**src/design/adc_seq_pkg.sv**
```systemverilog
// Package for the conversion sequencer: register map, field positions,
// reset values, sequencer states and timing counts in clock states.
// Assumes one clock, where one state equals one clock period.
package adc_seq_pkg;

  // Register byte offsets on the AXI4-Lite bus
  localparam logic [7:0] CSR_OFS  = 8'h00;
  localparam logic [7:0] TRIG_OFS = 8'h04;
  localparam logic [7:0] RES0_OFS = 8'h08;
  localparam logic [7:0] RES3_OFS = 8'h14;

  // Control/status field positions
  localparam int CSR_FLAG_BIT  = 7;
  localparam int CSR_IE_BIT    = 6;
  localparam int CSR_START_BIT = 5;
  localparam int CSR_MULTI_BIT = 4;
  localparam int CSR_CKS_BIT   = 3;
  localparam int CSR_CH_LSB    = 0;

  // Trigger control field positions
  localparam int TRIG_HI_BIT   = 7;
  localparam int TRIG_LO_BIT   = 6;
  localparam int TRIG_SCAN_BIT = 5;

  // Reset values; low three trigger bits always read as ones
  localparam logic [7:0] CSR_RESET  = 8'h00;
  localparam logic [7:0] TRIG_RESET = 8'h07;
  localparam logic [7:0] TRIG_ONES  = 8'h07;

  localparam logic [1:0] RESP_OKAY   = 2'h0;
  localparam logic [1:0] RESP_SLVERR = 2'h2;

  // Timing in states (clock cycles)
  localparam logic [9:0] DLY_MIN_S   = 10'h011;
  localparam logic [9:0] DLY_MAX_S   = 10'h01C;
  localparam logic [9:0] DLY_MIN_F   = 10'h00A;
  localparam logic [9:0] DLY_MAX_F   = 10'h011;
  localparam logic [9:0] SAMP_S      = 10'h081;
  localparam logic [9:0] SAMP_F      = 10'h041;
  localparam logic [9:0] FIRST_MIN_S = 10'h202;
  localparam logic [9:0] FIRST_MAX_S = 10'h20D;
  localparam logic [9:0] FIRST_MIN_F = 10'h103;
  localparam logic [9:0] FIRST_MAX_F = 10'h10A;
  localparam logic [9:0] NEXT_S      = 10'h100;
  localparam logic [9:0] NEXT_F      = 10'h080;
  localparam logic [9:0] CONV_FIRST_S = FIRST_MIN_S - DLY_MIN_S - SAMP_S;
  localparam logic [9:0] CONV_FIRST_F = FIRST_MIN_F - DLY_MIN_F - SAMP_F;
  localparam logic [9:0] CONV_NEXT_S  = NEXT_S - SAMP_S;
  localparam logic [9:0] CONV_NEXT_F  = NEXT_F - SAMP_F;
  localparam logic [3:0] PHASE_WRAP   = 4'(DLY_MAX_S - DLY_MIN_S);
  localparam logic [3:0] SAR_STEP_S   = 4'hC;
  localparam logic [3:0] SAR_STEP_F   = 4'h6;
  localparam logic [3:0] SAR_MSB      = 4'h9;
  localparam logic [9:0] SAR_INIT     = 10'h200;

  typedef enum logic [3:0] {
    ST_IDLE   = 4'h1,
    ST_DELAY  = 4'h2,
    ST_SAMPLE = 4'h4,
    ST_CONV   = 4'h8
  } conv_state_t;

endpackage : adc_seq_pkg

```
**src/design/adc_conversion_sequencer.sv**
```systemverilog
// Conversion sequencer for a 10-bit successive-approximation converter,
// with its registers behind an AXI4-Lite slave.
// Assumes an external analog front end: comparator, trial DAC, mux.
`timescale 1ns/1ps
module adc_conversion_sequencer
  import adc_seq_pkg::*;
(
  // Clock and reset
  input  wire logic        aclk,
  input  wire logic        aresetn,
  // AXI4-Lite write channels
  input  wire logic [7:0]  awaddr,
  input  wire logic        awvalid,
  output logic             awready,
  input  wire logic [31:0] wdata,
  input  wire logic [3:0]  wstrb,
  input  wire logic        wvalid,
  output logic             wready,
  output logic [1:0]       bresp,
  output logic             bvalid,
  input  wire logic        bready,
  // AXI4-Lite read channels
  input  wire logic [7:0]  araddr,
  input  wire logic        arvalid,
  output logic             arready,
  output logic [31:0]      rdata,
  output logic [1:0]       rresp,
  output logic             rvalid,
  input  wire logic        rready,
  // Marks the current bus read as a DMA transfer
  input  wire logic        dma_controller_read,
  // External trigger and analog front end
  input  wire logic        external_trigger_pin,
  input  wire logic        comparator_high,
  output logic [2:0]       analog_channel_sel,
  output logic             sample_hold,
  output logic [9:0]       dac_trial_code,
  // Interrupt request
  output logic             conversion_end_interrupt
);

  function automatic logic [9:0] samp_len(input logic conversion_clock_select);
    return conversion_clock_select ? SAMP_F : SAMP_S;
  endfunction : samp_len

  function automatic logic [9:0] conv_len(input logic conversion_clock_select,
                                          input logic first);
    if (first)
      return conversion_clock_select ? CONV_FIRST_F : CONV_FIRST_S;
    return conversion_clock_select ? CONV_NEXT_F : CONV_NEXT_S;
  endfunction : conv_len

  function automatic logic [9:0] dly_len(input logic conversion_clock_select,
                                         input logic [3:0] ph);
    return conversion_clock_select ? DLY_MIN_F + {7'h00, ph[2:0]} : DLY_MIN_S + {6'h00, ph};
  endfunction : dly_len

  function automatic logic [2:0] group_first(input logic [2:0] ch,
                                             input logic multi);
    return multi ? {ch[2], 2'h0} : ch;
  endfunction : group_first

  // Register state
  logic             end_flag_ff;
  logic             irq_en_ff;
  logic             start_ff;
  logic             multi_ff;
  logic             cks_ff;
  logic [2:0]       ch_ff;
  logic             trge_hi_ff;
  logic             trge_lo_ff;
  logic             scan_ff;
  logic             flag_read_ff;
  logic [9:0]       result_ff [4];
  // Sequencer state
  conv_state_t      st_ff;
  logic [9:0]       cnt_ff;
  logic [3:0]       phase_ff;
  logic             first_ff;
  logic [2:0]       ch_cur_ff;
  logic [9:0]       trial_ff;
  logic [3:0]       idx_ff;
  logic [3:0]       step_ff;
  logic             sar_busy_ff;
  logic             trig_prev_ff;
  // Bus state
  logic             aw_held_ff;
  logic             w_held_ff;
  logic [7:0]       awaddr_ff;
  logic [31:0]      wdata_ff;
  logic             wstrb0_ff;
  logic             bvalid_ff;
  logic [1:0]       bresp_ff;
  logic             rvalid_ff;
  logic [31:0]      rdata_ff;
  logic [1:0]       rresp_ff;

  logic             wr_fire;
  logic             rd_fire;
  logic             csr_wr;
  logic             start_req;
  logic             abort;
  logic             trig_fire;
  logic             cnv_done;
  logic             seq_end;
  logic             eff_multi;
  logic             eff_cks;
  logic [2:0]       eff_ch;
  logic             wr_mapped;
  logic             rd_mapped;
  logic [31:0]      rd_word;
  logic             dma_clr;
  logic [9:0]       nxt_trial;

  assign awready = !aw_held_ff;
  assign wready  = !w_held_ff;
  assign bvalid  = bvalid_ff;
  assign bresp   = bresp_ff;
  assign arready = !rvalid_ff;
  assign rvalid  = rvalid_ff;
  assign rdata   = rdata_ff;
  assign rresp   = rresp_ff;

  assign wr_fire = aw_held_ff && w_held_ff && !bvalid_ff;
  assign rd_fire = arvalid && !rvalid_ff;
  assign wr_mapped = awaddr_ff[1:0] == 2'h0 && awaddr_ff <= RES3_OFS;
  assign rd_mapped = araddr[1:0] == 2'h0 && araddr <= RES3_OFS;
  assign csr_wr  = wr_fire && wstrb0_ff && awaddr_ff == CSR_OFS;

  // A write that sets start also carries the settings it runs with
  assign eff_multi = csr_wr ? wdata_ff[CSR_MULTI_BIT] : multi_ff;
  assign eff_cks   = csr_wr ? wdata_ff[CSR_CKS_BIT] : cks_ff;
  assign eff_ch    = csr_wr ? wdata_ff[CSR_CH_LSB +: 3] : ch_ff;

  assign trig_fire = trge_hi_ff && trge_lo_ff && trig_prev_ff
                     && !external_trigger_pin;
  // Trigger start shares the software start path exactly
  assign start_req = !start_ff && (trig_fire
                     || (csr_wr && wdata_ff[CSR_START_BIT]));
  assign abort     = start_ff && csr_wr && !wdata_ff[CSR_START_BIT];
  assign cnv_done  = st_ff == ST_CONV && cnt_ff == 10'h000 && !abort;
  // Multi group count-1 sits in the low channel bits, so the last
  // channel always equals the channel field itself
  assign seq_end   = cnv_done && ch_cur_ff == ch_ff;
  assign dma_clr   = rd_fire && dma_controller_read
                     && araddr >= RES0_OFS && rd_mapped;

  assign analog_channel_sel = ch_cur_ff;
  assign sample_hold        = st_ff == ST_SAMPLE;
  assign dac_trial_code     = trial_ff;
  assign conversion_end_interrupt = end_flag_ff && irq_en_ff;

  // Read mux; reserved bits read as zero, low trigger bits as one
  always_comb begin
    rd_word = 32'h0000_0000;
    unique case (araddr)
      CSR_OFS:  rd_word[7:0] = {end_flag_ff, irq_en_ff, start_ff, multi_ff,
                                cks_ff, ch_ff};
      TRIG_OFS: rd_word[7:0] = {trge_hi_ff, trge_lo_ff, scan_ff, 5'h00}
                               | TRIG_ONES;
      8'h08:    rd_word[9:0] = result_ff[0];
      8'h0C:    rd_word[9:0] = result_ff[1];
      8'h10:    rd_word[9:0] = result_ff[2];
      8'h14:    rd_word[9:0] = result_ff[3];
      default:  rd_word = 32'h0000_0000;
    endcase
  end

  // Write path: address and data taken in either order
  always_ff @(posedge aclk) begin
    if (!aresetn) begin
      aw_held_ff <= 1'b0;
      w_held_ff  <= 1'b0;
      awaddr_ff  <= 8'h00;
      wdata_ff   <= 32'h0000_0000;
      wstrb0_ff  <= 1'b0;
      bvalid_ff  <= 1'b0;
      bresp_ff   <= RESP_OKAY;
    end else begin
      if (awvalid && !aw_held_ff) begin
        aw_held_ff <= 1'b1;
        awaddr_ff  <= awaddr;
      end
      if (wvalid && !w_held_ff) begin
        w_held_ff <= 1'b1;
        wdata_ff  <= wdata;
        wstrb0_ff <= wstrb[0];
      end
      if (wr_fire) begin
        aw_held_ff <= 1'b0;
        w_held_ff  <= 1'b0;
        bvalid_ff  <= 1'b1;
        bresp_ff   <= wr_mapped ? RESP_OKAY : RESP_SLVERR;
      end else if (bvalid_ff && bready) begin
        bvalid_ff <= 1'b0;
      end
    end
  end

  // Read path: one cycle from address handshake to data
  always_ff @(posedge aclk) begin
    if (!aresetn) begin
      rvalid_ff <= 1'b0;
      rdata_ff  <= 32'h0000_0000;
      rresp_ff  <= RESP_OKAY;
    end else if (rd_fire) begin
      rvalid_ff <= 1'b1;
      rdata_ff  <= rd_word;
      rresp_ff  <= rd_mapped ? RESP_OKAY : RESP_SLVERR;
    end else if (rready) begin
      rvalid_ff <= 1'b0;
    end
  end

  // Settings registers
  always_ff @(posedge aclk) begin
    if (!aresetn) begin
      irq_en_ff  <= CSR_RESET[CSR_IE_BIT];
      multi_ff   <= CSR_RESET[CSR_MULTI_BIT];
      cks_ff     <= CSR_RESET[CSR_CKS_BIT];
      ch_ff      <= CSR_RESET[CSR_CH_LSB +: 3];
      trge_hi_ff <= TRIG_RESET[TRIG_HI_BIT];
      trge_lo_ff <= TRIG_RESET[TRIG_LO_BIT];
      scan_ff    <= TRIG_RESET[TRIG_SCAN_BIT];
    end else if (wr_fire && wstrb0_ff) begin
      if (awaddr_ff == CSR_OFS) begin
        irq_en_ff <= wdata_ff[CSR_IE_BIT];
        multi_ff  <= eff_multi;
        cks_ff    <= eff_cks;
        ch_ff     <= eff_ch;
      end else if (awaddr_ff == TRIG_OFS) begin
        trge_hi_ff <= wdata_ff[TRIG_HI_BIT];
        trge_lo_ff <= wdata_ff[TRIG_LO_BIT];
        scan_ff    <= wdata_ff[TRIG_SCAN_BIT];
      end
    end
  end

  // Start bit: a new start outranks the self clear in the same cycle
  always_ff @(posedge aclk) begin
    if (!aresetn)
      start_ff <= CSR_RESET[CSR_START_BIT];
    else if (start_req)
      start_ff <= 1'b1;
    else if (abort)
      start_ff <= 1'b0;
    else if (seq_end && !(multi_ff && scan_ff))
      start_ff <= 1'b0;
  end

  // End flag: a write clear needs a prior read of the flag at 1, a DMA result read clears at once; set wins
  always_ff @(posedge aclk) begin
    if (!aresetn) begin
      end_flag_ff  <= CSR_RESET[CSR_FLAG_BIT];
      flag_read_ff <= 1'b0;
    end else begin
      if (seq_end)
        end_flag_ff <= 1'b1;
      else if ((csr_wr && !wdata_ff[CSR_FLAG_BIT] && flag_read_ff)
               || dma_clr)
        end_flag_ff <= 1'b0;
      if (rd_fire && araddr == CSR_OFS && end_flag_ff)
        flag_read_ff <= 1'b1;
      else if (csr_wr)
        flag_read_ff <= 1'b0;
    end
  end

  // Free phase counter; a write lands at any phase, spreading the delay
  always_ff @(posedge aclk) begin
    if (!aresetn) begin
      phase_ff     <= 4'h0;
      trig_prev_ff <= 1'b1;
    end else begin
      phase_ff     <= (phase_ff == PHASE_WRAP) ? 4'h0 : phase_ff + 4'h1;
      trig_prev_ff <= external_trigger_pin;
    end
  end

  // Sequencer
  always_ff @(posedge aclk) begin
    if (!aresetn) begin
      st_ff     <= ST_IDLE;
      cnt_ff    <= 10'h000;
      first_ff  <= 1'b0;
      ch_cur_ff <= 3'h0;
    end else if (abort) begin
      st_ff <= ST_IDLE;
    end else if (start_req) begin
      st_ff     <= ST_DELAY;
      cnt_ff    <= dly_len(eff_cks, phase_ff) - 10'h001;
      first_ff  <= 1'b1;
      ch_cur_ff <= group_first(eff_ch, eff_multi);
    end else begin
      unique case (st_ff)
        ST_IDLE: ;
        ST_DELAY: begin
          cnt_ff <= cnt_ff - 10'h001;
          if (cnt_ff == 10'h000) begin
            st_ff  <= ST_SAMPLE;
            cnt_ff <= samp_len(cks_ff) - 10'h001;
          end
        end
        ST_SAMPLE: begin
          cnt_ff <= cnt_ff - 10'h001;
          if (cnt_ff == 10'h000) begin
            st_ff  <= ST_CONV;
            cnt_ff <= conv_len(cks_ff, first_ff) - 10'h001;
          end
        end
        ST_CONV: begin
          cnt_ff <= cnt_ff - 10'h001;
          if (cnv_done) begin
            first_ff <= 1'b0;
            if (seq_end && !(multi_ff && scan_ff)) begin
              st_ff <= ST_IDLE;
            end else begin
              st_ff     <= ST_SAMPLE;
              cnt_ff    <= samp_len(cks_ff) - 10'h001;
              ch_cur_ff <= seq_end ? group_first(ch_ff, 1'b1)
                                   : ch_cur_ff + 3'h1;
            end
          end
        end
      endcase
    end
  end

  // Result store; channels 4..7 fold onto the same four registers
  always_ff @(posedge aclk) begin
    if (!aresetn) begin
      for (int i = 0; i < 4; i++)
        result_ff[i] <= 10'h000;
    end else if (cnv_done) begin
      result_ff[ch_cur_ff[1:0]] <= trial_ff;
    end
  end

  // Successive approximation, MSB first; keeps the bit while the
  // comparator says the input is at or above the trial code
  always_comb begin
    nxt_trial = trial_ff;
    nxt_trial[idx_ff] = comparator_high;
    if (idx_ff != 4'h0)
      nxt_trial[idx_ff - 4'h1] = 1'b1;
  end

  always_ff @(posedge aclk) begin
    if (!aresetn) begin
      trial_ff    <= 10'h000;
      idx_ff      <= SAR_MSB;
      step_ff     <= 4'h0;
      sar_busy_ff <= 1'b0;
    end else if (st_ff == ST_SAMPLE && cnt_ff == 10'h000) begin
      trial_ff    <= SAR_INIT;
      idx_ff      <= SAR_MSB;
      step_ff     <= 4'h0;
      sar_busy_ff <= 1'b1;
    end else if (st_ff == ST_CONV && sar_busy_ff) begin
      if (step_ff == (cks_ff ? SAR_STEP_F : SAR_STEP_S) - 4'h1) begin
        trial_ff <= nxt_trial;
        step_ff  <= 4'h0;
        idx_ff   <= idx_ff - 4'h1;
        if (idx_ff == 4'h0)
          sar_busy_ff <= 1'b0;
      end else begin
        step_ff <= step_ff + 4'h1;
      end
    end
  end

  // Checking helpers: cycles since a conversion began and in sampling
  logic [9:0] tot_h;
  logic [9:0] samp_h;
  logic [9:0] dly_h;
  always_ff @(posedge aclk) begin
    if (!aresetn) begin
      tot_h  <= 10'h000;
      samp_h <= 10'h000;
      dly_h  <= 10'h000;
    end else begin
      tot_h  <= (start_req || cnv_done) ? 10'h001 : tot_h + 10'h001;
      samp_h <= (st_ff == ST_SAMPLE) ? samp_h + 10'h001 : 10'h000;
      dly_h  <= (st_ff == ST_DELAY) ? dly_h + 10'h001 : 10'h000;
    end
  end
endmodule : adc_conversion_sequencer

```
**config.mk**
```make
export PLATFORM = sky130hd
export DESIGN_NAME = adc_conversion_sequencer
export DESIGN_NICKNAME = d
export VERILOG_FILES = /design/src/design/adc_seq_pkg.sv /design/src/design/adc_conversion_sequencer.sv
export SDC_FILE = /design/constraint.sdc
export NUM_CORES = 1
export LEC_CHECK = 0
export CAP_MARGIN = 20
export CORE_ASPECT_RATIO = 1.25
export CORE_MARGIN = 2
export CORE_UTILIZATION = 57
export CTS_BUF_LIST = sky130_fd_sc_hd__clkbuf_16
export CTS_CLUSTER_SIZE = 14
export DETAILED_ROUTE_END_ITERATION = 16
export DONT_BUFFER_PORTS = 1
export PLACE_DENSITY = 0.8
export SETUP_SLACK_MARGIN = 0.02
export SYNTH_ARGS = -nofsm -noshare
export SYNTH_HDL_FRONTEND = slang
export SYNTH_SLANG_ARGS = --single-unit
```
**constraint.sdc**
```tcl
create_clock -name aclk -period 5.4 [get_ports aclk]
set_input_delay 1.08 -clock aclk [delete_from_list [all_inputs] [get_ports aclk]]
set_output_delay 1.08 -clock aclk [all_outputs]
set_load 0.005 [all_outputs]
```
Word level (Yosys, flattened, before mapping):

Memories as Yosys holds them, arrays and structs flattened.
Index checks and enable logic that the tools add are counted.

* register bits after elaboration: 89
* bits in writable memories: 40
* input port bits: 62
* word-level logic and storage cells: 233
* memories: 1

* add/sub/neg operators: 11
* order comparisons: 7
* equal/unequal tests: 19
* mux-type cells: 78
* bitwise logic cells: 4
* reduce and logical (&&, ||, !) cells: 81

Memories
* result_ff: words 4, bits a word 10, rd ports 4, clocked after memory_dff 0, write ports 4, RTL line adc_conversion_sequencer.sv:74 `logic [9:0] result_ff [4];`

Operators by type and width (count)
* $mux 10: 17
* $pmux 8 s6: 1
* $logic_and 1x1->1: 34
* $mux 1: 33
* $pmux 10 s3: 1
* $mux 3: 7
* $mux 4: 5
* $sub 10x1->10 const B: 2
* $reduce_bool 2->1: 9
* $eq 8x3->1 const B: 2
* $eq 8x4->1 const B: 2
* $eq 8x5->1 const B: 2
* $le 8x5->1 const B: 2
* $logic_not 8->1: 2
* $pmux 4 s3: 1
* $reduce_and 4->1: 3
* $bwmux 10: 1
* $logic_not 1->1: 10
* $logic_not 10->1: 1
* $lt 4x5->1 const B: 2
* $mux 2: 5
* $or 10x10->10: 1
* $reduce_or 10->1: 1
* $mux 9: 1
* 33 further kinds: 55

Depth between registers and ports, before layout:

Gate-level depths: netlist of run 1.

* depth in word-level cells: 20
* depth in mapped cells: 13

Worst setup path before layout of run 1:

OpenSTA, ideal clock, no wires.

* path kind: register to register
* start: register awaddr_ff[7]
* end: register cnt_ff[4]
* arrival time: 2.499 ns
* path slack: 2.771 ns
* cell stages (with the launch flop): 13
* period minus slack after synthesis: 2.629 ns
* path through: dfxtp_1 > nor4_4 > nand4_4 > mux2i_4 > buf_4 > xnor2_1 > ha_1 > inv_1 > or4_1 > o21ai_0 > a32oi_1 > a21oi_1 > o22ai_1

* cells in the longest elaborated chain, start to end: 12
* elaborated cells between the ends (all ways): 21
* classes of those cells: 1 x add/sub; 6 x mux; 1 x bitwise; 13 x reduce/logical

RTL lines
* start: declaration: RTL line adc_conversion_sequencer.sv:89 `logic [7:0] awaddr_ff;`
* start signal: assignment: RTL line adc_conversion_sequencer.sv:182 `awaddr_ff <= awaddr;`
* $logic_not 8->1 (*): RTL line adc_conversion_sequencer.sv:128 `assign csr_wr = wr_fire && wstrb0_ff && awaddr_ff == CSR_OFS;`
* $logic_and 1x1->1 (*): RTL line adc_conversion_sequencer.sv:128
* $logic_and 1x1->1 (2 in series): RTL line adc_conversion_sequencer.sv:140 `assign abort = start_ff && csr_wr && !wdata_ff[CSR_START_BIT];`
* $logic_not 1->1: RTL line adc_conversion_sequencer.sv:141 `assign cnv_done = st_ff == ST_CONV && cnt_ff == 10'h000 && !abort;`
* $logic_and 1x1->1: RTL line adc_conversion_sequencer.sv:141
* $logic_and 1x1->1: RTL line adc_conversion_sequencer.sv:144 `assign seq_end = cnv_done && ch_cur_ff == ch_ff;`
* $logic_and 1x1->1: RTL line adc_conversion_sequencer.sv:315 `if (seq_end && !(multi_ff && scan_ff)) begin`
* $mux 10: RTL line adc_conversion_sequencer.sv:315
* $mux 10: RTL line adc_conversion_sequencer.sv:313 `if (cnv_done) begin`
* $pmux 10 s3: RTL line adc_conversion_sequencer.sv:295 `unique case (st_ff)`
* $mux 10: RTL line adc_conversion_sequencer.sv:289 `end else if (start_req) begin`
* end signal: assignment: RTL line adc_conversion_sequencer.sv:291 `cnt_ff <= dly_len(eff_cks, phase_ff) - 10'h001;`
* end signal: assignment: RTL line adc_conversion_sequencer.sv:298 `cnt_ff <= cnt_ff - 10'h001;`
* end signal: assignment: RTL line adc_conversion_sequencer.sv:312 `cnt_ff <= cnt_ff - 10'h001;`
* end: declaration: RTL line adc_conversion_sequencer.sv:77 `logic [9:0] cnt_ff;`

Mark *: on every way between the ends. The rest lies on a longest branch, timed or not.
A chain may end at the register's enable or synchronous reset.

==> flow_metrics.py, run 1 <==
metrics = {
    "logic_synthesis": {
        "syn_inst": 712,
        "synth_top_area_cell": "dfxtp_1",
        "yosys_most_used_dff": "dfxtp_1",
        "postSynthAreaPerCell_um2": 9.294,
        "yosysSeqAreaShare_pct": 44.47,
        "yosysWarnings": 0,
        "synthTopCellsByArea": "dfxtp_1 (26%), edfxtp_1 (18%), a21oi_1 (4.5%)",
        "synth_edf_count": 40,
        "syn_area_um2": 6618,
        "synth.top_cell.area_share_pct": 26.32,
        "synth_cell_types": 77,
        "ys_async_sr_fraction_pct": 0,
        "synth_seq_cells": 127,
    },
    "setup_path": {
        "reg2reg_depth": 7,
        "rr_startpoint": "st_ff[0]",
        "required_ns": 5.46,
        "crit_chain": "nor4b_2, nand4_1, nor2_2, nand2_1, nor3_1, buf_4, nand2b_1",
        "regToRegEndpoint": "result_ff[0][2]",
        "crit_start": "st_ff[0]",
        "cp_max_fo": 14,
        "r2r_slack_ns": 2.02,
        "worstSetupPathType": "flip-flop to flip-flop",
        "start_kind": "flip-flop",
        "end_kind": "flip-flop",
        "max_stage_delay_ns": 0.90,
        "cp.arrival_ns": 3.44,
        "cp_slowest_cell": "nor4b_2",
    },
    "layout": {
        "drive_above_1_share_pct": 9.078,
        "fill_cells": 920,
        "layout_commonest_cell": "dfxtp_1",
        "fin_nets": 776,
        "multi_input_area_um2": 3369,
        "area_delta_synth_final_pct": 8.943,
        "final_cell_mix": "dfxtp_1 (87), nand2_1 (70), a21oi_1 (59), nor2_1 (56), edfxtp_1 (40)",
        "regArea_um2": 2943,
        "antennaDiodeCount": 0,
    },
    "clock_tree": {
        "cts_sinks": 127,
        "cts_tree": "built",
        "root_buffer": "clkbuf_16",
        "hold_buffers": 0,
        "ctsResizeCount": 0,
        "clk_latency_ns": 0.42,
        "cts_buffers": 17,
        "cts_setup_buffers": 0,
        "clk_path_buf_depth": 2,
        "cts_max_level": 4,
        "clkTransAtPathRegs_ns": 0.06,
    },
    "timing": {
        "slew_viol_final": 0,
        "fmax_mhz": 295.5,
        "rsz0062_at_grt": "no",
        "fin_crit_ns": 3.384,
        "hold_viol_final": 0,
        "slew_headroom_pct": 32.12,
        "fin_skew_ns": 0.006720,
        "fin_crit_sh_pct": 62.66,
        "tightestPinTransition_ns": 1.016,
        "setup_viol": 0,
        "tns_ns": 0,
    },
    "route": {
        "drt_iter0_drc": 363,
        "vias_per_cell": 6.189,
        "finalWirelength_um": 15790,
        "vias": 5285,
        "drc": 0,
        "first_pass_iters": 5,
        "wire_per_inst_um": 18.49,
        "drtAntennaViolNets": 0,
    },
    "run": {
        "max-cap-violations": 0,
    },
    "pwr": {
        "powerDensity_nw_per_um2": 318.4,
        "ir_drop_mv": 0.2475,
        "power_mw": 2.295,
        "leakagePower_nw": 2.805,
    },
    "status": {
        "status": "finished clean",
    },
    "min_path": {
        "worstHoldStart": "wstrb0_ff",
        "holdCritPathClass": "flip-flop to flip-flop",
        "whs_endpoint": "wstrb0_ff",
        "hold-path-cell-count": 2,
    },
    "floorplan": {
        "pin_count": 118,
        "die-area_um2": 12490,
        "fp.dieW_um": 100.4,
        "rows": 44,
        "core_area_um2": 11450,
        "initial_utilization_pct": 57.79,
        "die_h_um": 124.5,
    },
    "placed_design": {
        "gp_congestion": 0.9052,
        "port_buffers": 0,
        "dp.final_hpwl_um": 11090,
    },
    "global_routing": {
        "grt_max_degree": 39,
        "grt.overflow.total": 0,
        "antenna_found_initial": 0,
        "grt_pass1_wl_um": 25760,
        "grt_util_all_layers_pct": 26.10,
        "first_global_vias": 5199,
    },
}
[synth_stat cells (5+ instances only)]
cell type	instances
dfxtp_1	87
nand2_1	70
a21oi_1	59
nor2_1	56
edfxtp_1	40
and2_1	39
o21ai_0	32
mux2i_1	26
buf_4	25
clkbuf_1	20
and3_1	17
inv_1	17
a22oi_1	15
nand2b_1	14
nand3_1	14
xnor2_1	12
ha_1	11
a31oi_1	9
buf_2	9
nand4_1	9
nor3_1	8
a21o_1	6
nor2b_1	6
or3_1	6
xor2_1	6
a32oi_1	5
nor4_1	5
o22ai_1	5
[critical path: cells and delay by family (launching register included)]
kind,cells,cell delay [ns]
flip-flops,1,0.35
buffers and inverters,1,0.19
AND/OR/NAND/NOR,6,2.47
[flip-flops by register name (all words and copies together) (netlist names), 3 cells and up]
register / flops
result_ff: 40
cnt_ff: 10
dac_trial_code: 10
rdata: 10
awaddr_ff: 8
wdata_ff: 8
idx_ff: 4
phase_ff: 4
st_ff: 4
step_ff: 4
analog_channel_sel: 3
ch_ff: 3
[stage by stage]
stage	worst slack, ns	hold slack [ns]	instances	utilization (%)	area, um^2
4_1_cts	2.074	0.4755	853	62.89	7202
2_1_floorplan	2.771	0.4357	735	-	6704
3_3_place_gp	2.124	0.4456	821	57.62	6598
5_1_grt	1.681	0.5003	854	62.96	7209
6_report	2.016	0.4720	854	62.96	7209
3_5_place_dp	2.065	0.4546	821	57.62	6598
[metal layers]
layer  vias up  track usage (%)  share of wire, %
met1      2476            32.27                40
li1       2525                -                 -
met4         0            9.106               2.3
met3        40            6.790               7.5
met5         -                0                 0
met2       244            43.74                50
[kinds of logic after synthesis]
kind of cell,Yosys count,share of synthesized area (%)
AOI/OAI and AO/OA,168,16.28
and+or+nand+nor,280,23.86
xor gates and xnor gates,18,2.382
adders and majority gates,11,2.080
DFF,127,44.47
other,1,0.05667
muxes,31,4.954
buffers and inverters,76,5.918
[how the worst max path moves through the flow]
| stage | to | slack [ns] |
|---|---|---|
| floorplan | cnt_ff[4] | 2.77 |
| global placement | result_ff[0][1] | 2.12 |
| detailed placement | result_ff[1][2] | 2.06 |
| CTS | result_ff[1][2] | 2.07 |
| global route | result_ff[1][0] | 1.68 |
| finish | result_ff[0][2] | 2.02 |
[final cells by class]
class / count / share of cell area, %
sequential: 127 / 40.82
clock buffer: 18 / 6.248
tap: 138 / 2.395
timing repair buffer: 7 / 0.7289
multi-input combinational: 532 / 46.74
inverter: 18 / 0.9372
clock inverter: 14 / 2.135
[power by group]
group,leakage [nW],switching (mW),internal [mW]
Clock,0.300,0.446,0.713
Combinational,1.41,0.0617,0.0380
Sequential,1.09,0.0232,1.01
(Power assumes the default switching activity.)
==> run 2, diff against run 1 <==
--- a/config.mk
+++ b/config.mk
@@ -13,7 +13,7 @@
 export CTS_CLUSTER_SIZE = 14
 export DETAILED_ROUTE_END_ITERATION = 16
 export DONT_BUFFER_PORTS = 1
-export PLACE_DENSITY = 0.8
+export PLACE_DENSITY = 0.83
 export SETUP_SLACK_MARGIN = 0.02
 export SYNTH_ARGS = -nofsm -noshare
 export SYNTH_HDL_FRONTEND = slang
==> constraint.sdc (replaced) <==
create_clock -name aclk -period 2.9 [get_ports aclk]
set_input_delay 0.58 -clock aclk [delete_from_list [all_inputs] [get_ports aclk]]
set_output_delay 0.58 -clock aclk [all_outputs]
set_load 0.005 [all_outputs]
==> flow_metrics.py, run 2 (synthesis gave the netlist of run 1 again) <==
metrics = {
    "timing": {
        "fin_crit_sh_pct": 92.62,
        "slew_headroom_pct": 43.16,
        "fmax_mhz": 372.3,
        "tightestPinTransition_ns": 0.8509,
        "slew_viol_final": 0,
        "rsz0062_at_grt": "no",
        "tns_ns": 0,
        "fin_skew_ns": 0.007273,
        "setup_viol": 0,
        "hold_ws_ns": 0.2368,
        "fin_crit_ns": 2.686,
        "hold_viol_final": 0,
    },
    "setup_path": {
        "critical_path_depth": 11,
        "r2r_slack_ns": 0.21,
        "crit_chain": "nor4_4, nand4_4, mux2i_4, xnor2_1, ha_1, inv_1, or4_1, o21ai_0, a32oi_1, a21oi_1, o22ai_1",
        "reg2reg_depth": 11,
        "max_stage_delay_ns": 0.47,
        "regToRegEndpoint": "cnt_ff[4]",
        "worstSetupPathType": "flip-flop to flip-flop",
        "crit_family": "simple AND/OR/NAND/NOR gates",
        "cp_slowest_cell": "or4_1",
        "cp.arrival_ns": 2.97,
        "cp_max_fo": 8,
        "end_kind": "flip-flop",
        "required_ns": 3.18,
        "worst-path-buf-inv": 1,
        "crit_start": "awaddr_ff[7]",
        "crit_end": "cnt_ff[4]",
        "start_kind": "flip-flop",
        "rr_startpoint": "awaddr_ff[7]",
    },
    "floorplan": {
        "core_area_um2": 11450,
        "initial_utilization_pct": 57.79,
        "fp.dieW_um": 100.4,
        "pin_count": 118,
        "rows": 44,
        "die-area_um2": 12490,
        "die_h_um": 124.5,
    },
    "layout": {
        "layout_commonest_cell": "dfxtp_1",
        "antennaDiodeCount": 0,
        "multi_input_area_um2": 3369,
        "regArea_um2": 2943,
        "utilization_pct": 63.76,
        "final_cell_mix": "dfxtp_1 (87), nand2_1 (70), a21oi_1 (59), nor2_1 (56), edfxtp_1 (40)",
        "area_delta_synth_final_pct": 10.32,
        "drive_above_1_share_pct": 9.655,
        "largest_reg_flops": 40,
        "top_register": "result_ff",
        "fin_nets": 785,
        "fill_cells": 865,
    },
    "clock_tree": {
        "cts_max_level": 4,
        "ctsResizeCount": 0,
        "hold_buffers": 0,
        "clk_latency_ns": 0.42,
        "cts_tree": "built",
        "root_buffer": "clkbuf_16",
        "cts_buffers": 17,
        "cts_sinks": 127,
        "clk_path_buf_depth": 2,
        "clkTransAtPathRegs_ns": 0.06,
    },
    "route": {
        "finalWirelength_um": 16440,
        "drtAntennaViolNets": 0,
        "drc": 0,
        "vias": 5450,
        "drt_iter0_drc": 524,
        "vias_per_cell": 6.315,
        "wire_per_inst_um": 19.05,
        "first_pass_iters": 7,
    },
    "pwr": {
        "powerDensity_nw_per_um2": 601.9,
        "leakagePower_nw": 2.866,
        "ir_drop_mv": 0.3137,
    },
    "global_routing": {
        "grt.overflow.total": 0,
        "grt_max_degree": 39,
        "first_global_vias": 5410,
        "grt_util_all_layers_pct": 26.66,
        "grt_pass1_wl_um": 26250,
        "antenna_found_initial": 0,
    },
    "min_path": {
        "holdCritPathClass": "primary input to flip-flop",
        "worstHoldStart": "aresetn",
    },
    "placed_design": {
        "dp.final_hpwl_um": 11420,
        "gp_congestion": 0.8966,
        "port_buffers": 0,
    },
    "status": {
        "status": "finished clean",
    },
    "run": {
        "max-cap-violations": 0,
    },
}
[run 2: cell count changes in the layout (fill, tap and decap cells not counted)]
cell       before  now
buf_4           7   16
inv_6           5    1
bufinv_16       2    5
clkinv_4        4    1
clkinv_1        0    2
inv_1          19   21
clkbuf_16      18   17
clkinv_2        0    1
[run 2: worst min-delay path by stage]
stage	to	slack (ns)	cells past startpoint
after global placement	wstrb0_ff	0.44	2
after floorplan	wdata_ff[2]	0.44	2
final	trig_prev_ff	0.24	1
after global routing	trig_prev_ff	0.24	1
after CTS	trig_prev_ff	0.24	1
after detailed placement	wstrb0_ff	0.46	2
[run 2: per-layer routing]
layer  wire length (um)  vias up  GRT usage, %
li1                   -     2538             -
met1               6415     2588         30.49
met2               8141      273         45.05
met3               1315       51         7.969
met4                570        0         12.49
met5                  0        -             0
[run 2: area by class of cell]
type,instances,area share (%)
multi-input combinational,532,46.15
sequential,127,40.31
clock buffer,17,5.827
clock inverter,15,2.776
tap,138,2.365
timing repair buffer,16,1.645
inverter,18,0.9255
[run 2: report_power, final]
part / total, mW / switching [mW] / leakage, nW / internal (mW)
sequential: 1.93 / 0.0408 / 1.09 / 1.89
clock: 2.28 / 0.769 / 0.317 / 1.51
combinational: 0.191 / 0.119 / 1.46 / 0.0715
total: 4.39 / 0.929 / 2.87 / 3.47
[run 2: repair_timing]
item / CTS / global route
setup endpoints to repair: 0 / 1
setup buffers: 0 / 2
hold endpoints to repair: 0 / 0
[run 2: stage by stage]
step | std cells | setup WS (ns) | power [mW] | cell area [um^2]
global route | 863 | 0.05112 | 4.502 | 7301
global placement | 829 | 0.1712 | 2.140 | 6658
finish | 863 | 0.2139 | 4.395 | 7301
floorplan | 735 | 0.2711 | 2.133 | 6704
detailed placement | 829 | 0.1271 | 2.151 | 6658
CTS | 861 | 0.1110 | 4.393 | 7286
==> run 3, diff against run 2 <==
--- a/config.mk
+++ b/config.mk
@@ -5,16 +5,17 @@
 export SDC_FILE = /design/constraint.sdc
 export NUM_CORES = 1
 export LEC_CHECK = 0
+export BUFFER_PORTS_ARGS = -buffer_cell sky130_fd_sc_hd__buf_2
 export CAP_MARGIN = 20
 export CORE_ASPECT_RATIO = 1.25
 export CORE_MARGIN = 2
-export CORE_UTILIZATION = 57
+export CORE_UTILIZATION = 51
 export CTS_BUF_LIST = sky130_fd_sc_hd__clkbuf_16
 export CTS_CLUSTER_SIZE = 14
 export DETAILED_ROUTE_END_ITERATION = 16
-export DONT_BUFFER_PORTS = 1
-export PLACE_DENSITY = 0.83
+export PLACE_DENSITY = 0.77
 export SETUP_SLACK_MARGIN = 0.02
+export SKIP_CTS_REPAIR_TIMING = 1
 export SYNTH_ARGS = -nofsm -noshare
 export SYNTH_HDL_FRONTEND = slang
 export SYNTH_SLANG_ARGS = --single-unit
==> flow_metrics.py, run 3 (synthesis gave the netlist of run 1 again) <==
metrics = {
    "timing": {
        "fmax_mhz": 370.5,
        "fin_crit_sh_pct": 93.07,
        "tightestPinTransition_ns": 0.8875,
        "fin_crit_ns": 2.699,
        "tns_ns": 0,
        "fin_skew_ns": 0.008274,
        "setup_viol": 0,
        "rsz0062_at_grt": "no",
        "hold_viol_final": 0,
        "layout_setup_ws_ns": 0.2008,
        "slew_viol_final": 0,
        "slew_headroom_pct": 40.71,
    },
    "route": {
        "vias_per_cell": 5.856,
        "finalWirelength_um": 16750,
        "drt_iter0_drc": 650,
        "first_pass_iters": 7,
        "drtAntennaViolNets": 0,
        "vias": 5645,
        "wire_per_inst_um": 17.37,
        "drc": 0,
    },
    "placed_design": {
        "post-place-ws_ns": 0.1452,
        "port_buffers": 66,
        "dp.final_hpwl_um": 11620,
        "gp_congestion": 0.8699,
    },
    "pwr": {
        "ir_drop_mv": 0.4293,
        "p_sw_mw": 1.010,
        "pwr-share-seq_pct": 43.3,
        "switching_share_pct": 22.74,
        "leakagePower_nw": 3.189,
        "power_frac_comb_pct": 5.5,
        "powerDensity_nw_per_um2": 576.2,
        "p_int_mw": 3.434,
        "clockPowerShare_pct": 51.2,
    },
    "global_routing": {
        "grt.overflow.total": 0,
        "antenna_found_initial": 0,
        "grt_pass1_wl_um": 26780,
        "grt_util_all_layers_pct": 24.02,
        "first_global_vias": 5458,
        "grt_max_degree": 38,
    },
    "layout": {
        "layout_commonest_cell": "dfxtp_1",
        "largest_reg_flops": 40,
        "top_register": "result_ff",
        "final_cell_mix": "dfxtp_1 (87), nand2_1 (70), buf_2 (66), a21oi_1 (59), nor2_1 (56)",
        "area_delta_synth_final_pct": 16.54,
        "fill_cells": 1029,
        "antennaDiodeCount": 0,
        "fin_nets": 856,
        "drive_above_1_share_pct": 18.34,
    },
    "clock_tree": {
        "cts_sinks": 127,
        "clk_path_buf_depth": 2,
        "cts_max_level": 4,
        "clk_latency_ns": 0.42,
        "cts_buffers": 17,
        "clkTransAtPathRegs_ns": 0.06,
        "cts_tree": "built",
        "root_buffer": "clkbuf_16",
    },
    "setup_path": {
        "start_kind": "flip-flop",
        "required_ns": 3.18,
        "worstSetupPathType": "flip-flop to flip-flop",
        "max_stage_delay_ns": 0.47,
        "cp_max_fo": 6,
        "cp.arrival_ns": 2.98,
        "worst-path-buf-inv": 1,
        "critical_path_depth": 12,
        "cp_slowest_cell": "or4_1",
        "crit_chain": "nor4_4, nand4_4, mux2i_4, nor2_1, a21oi_1, ha_1, inv_1, or4_1, o21ai_0, a32oi_1, a21oi_1, o22ai_1",
        "reg2reg_depth": 12,
        "end_kind": "flip-flop",
        "crit_family": "simple AND/OR/NAND/NOR gates",
        "path_common_cell": "a21oi_1",
    },
    "floorplan": {
        "core_area_um2": 12660,
        "die-area_um2": 13910,
        "initial_utilization_pct": 52.26,
        "pin_count": 118,
        "rows": 46,
        "fp.dieW_um": 105.9,
        "die_h_um": 131.4,
    },
    "min_path": {
        "holdCritPathClass": "primary input to flip-flop",
        "hold-path-cell-count": 2,
    },
    "run": {
        "max-cap-violations": 0,
    },
    "status": {
        "status": "finished clean",
    },
}
## run 3: power by group through the flow
stage / Sequential [mW] / Clock, mW / Combinational [mW]
2_1_floorplan: 1.95 / 0 / 0.181
3_3_place_gp: 1.96 / 0 / 0.232
3_5_place_dp: 1.96 / 0 / 0.239
4_1_cts: 1.92 / 2.30 / 0.242
5_1_grt: 1.93 / 2.38 / 0.271
6_report: 1.93 / 2.27 / 0.245
## run 3: routing by layer
metal  GRT usage [%]  vias up  wire length (um)
li1                -     2687                 -
met1           29.24     2653              6650
met2           40.82      261              8430
met3           5.357       44              1228
met4           9.942        0               438
met5               0        -                 0
## run 3: worst register-to-register path, stage by stage (launching register included)
cell and delay [ns]:
dfxtp_1 0.35, nor4_4 0.37, nand4_4 0.16, mux2i_4 0.29, nor2_1 0.07, a21oi_1 0.13
ha_1 0.20, inv_1 0.08, or4_1 0.47, o21ai_0 0.09, a32oi_1 0.09, a21oi_1 0.17
o22ai_1 0.09
## run 3: path summary, 6_finish.rpt
check / start / endpoint / slack, ns
min: rready / rvalid / 0.34
min reg2reg: wdata_ff[0] / wdata_ff[0] / 0.46
max: awaddr_ff[7] / cnt_ff[4] / 0.20
max reg2reg: awaddr_ff[7] / cnt_ff[4] / 0.20
## run 3: area by class of cell
cell class	count	area [um^2]	area share, %
tap	168	210.2	2.726
inverter	18	67.56	0.8761
timing repair buffer	87	488.0	6.327
clock buffer	17	425.4	5.516
clock inverter	15	209.0	2.709
multi-input combinational	532	3369	43.69
sequential	127	2943	38.16
## run 3: metrics by stage
stage / hold slack [ns] / instance area [um^2] / utilization (%) / cells / power [mW]
final: 0.3423 / 7712 / 60.91 / 964 / 4.444
after global routing: 0.3476 / 7712 / 60.91 / 964 / 4.577
after floorplan: 0.4357 / 6704 / - / 735 / 2.133
after global placement: 0.4455 / 7071 / 55.84 / 931 / 2.189
after CTS: 0.3333 / 7705 / 60.85 / 963 / 4.462
after detailed placement: 0.4516 / 7071 / 55.84 / 931 / 2.201
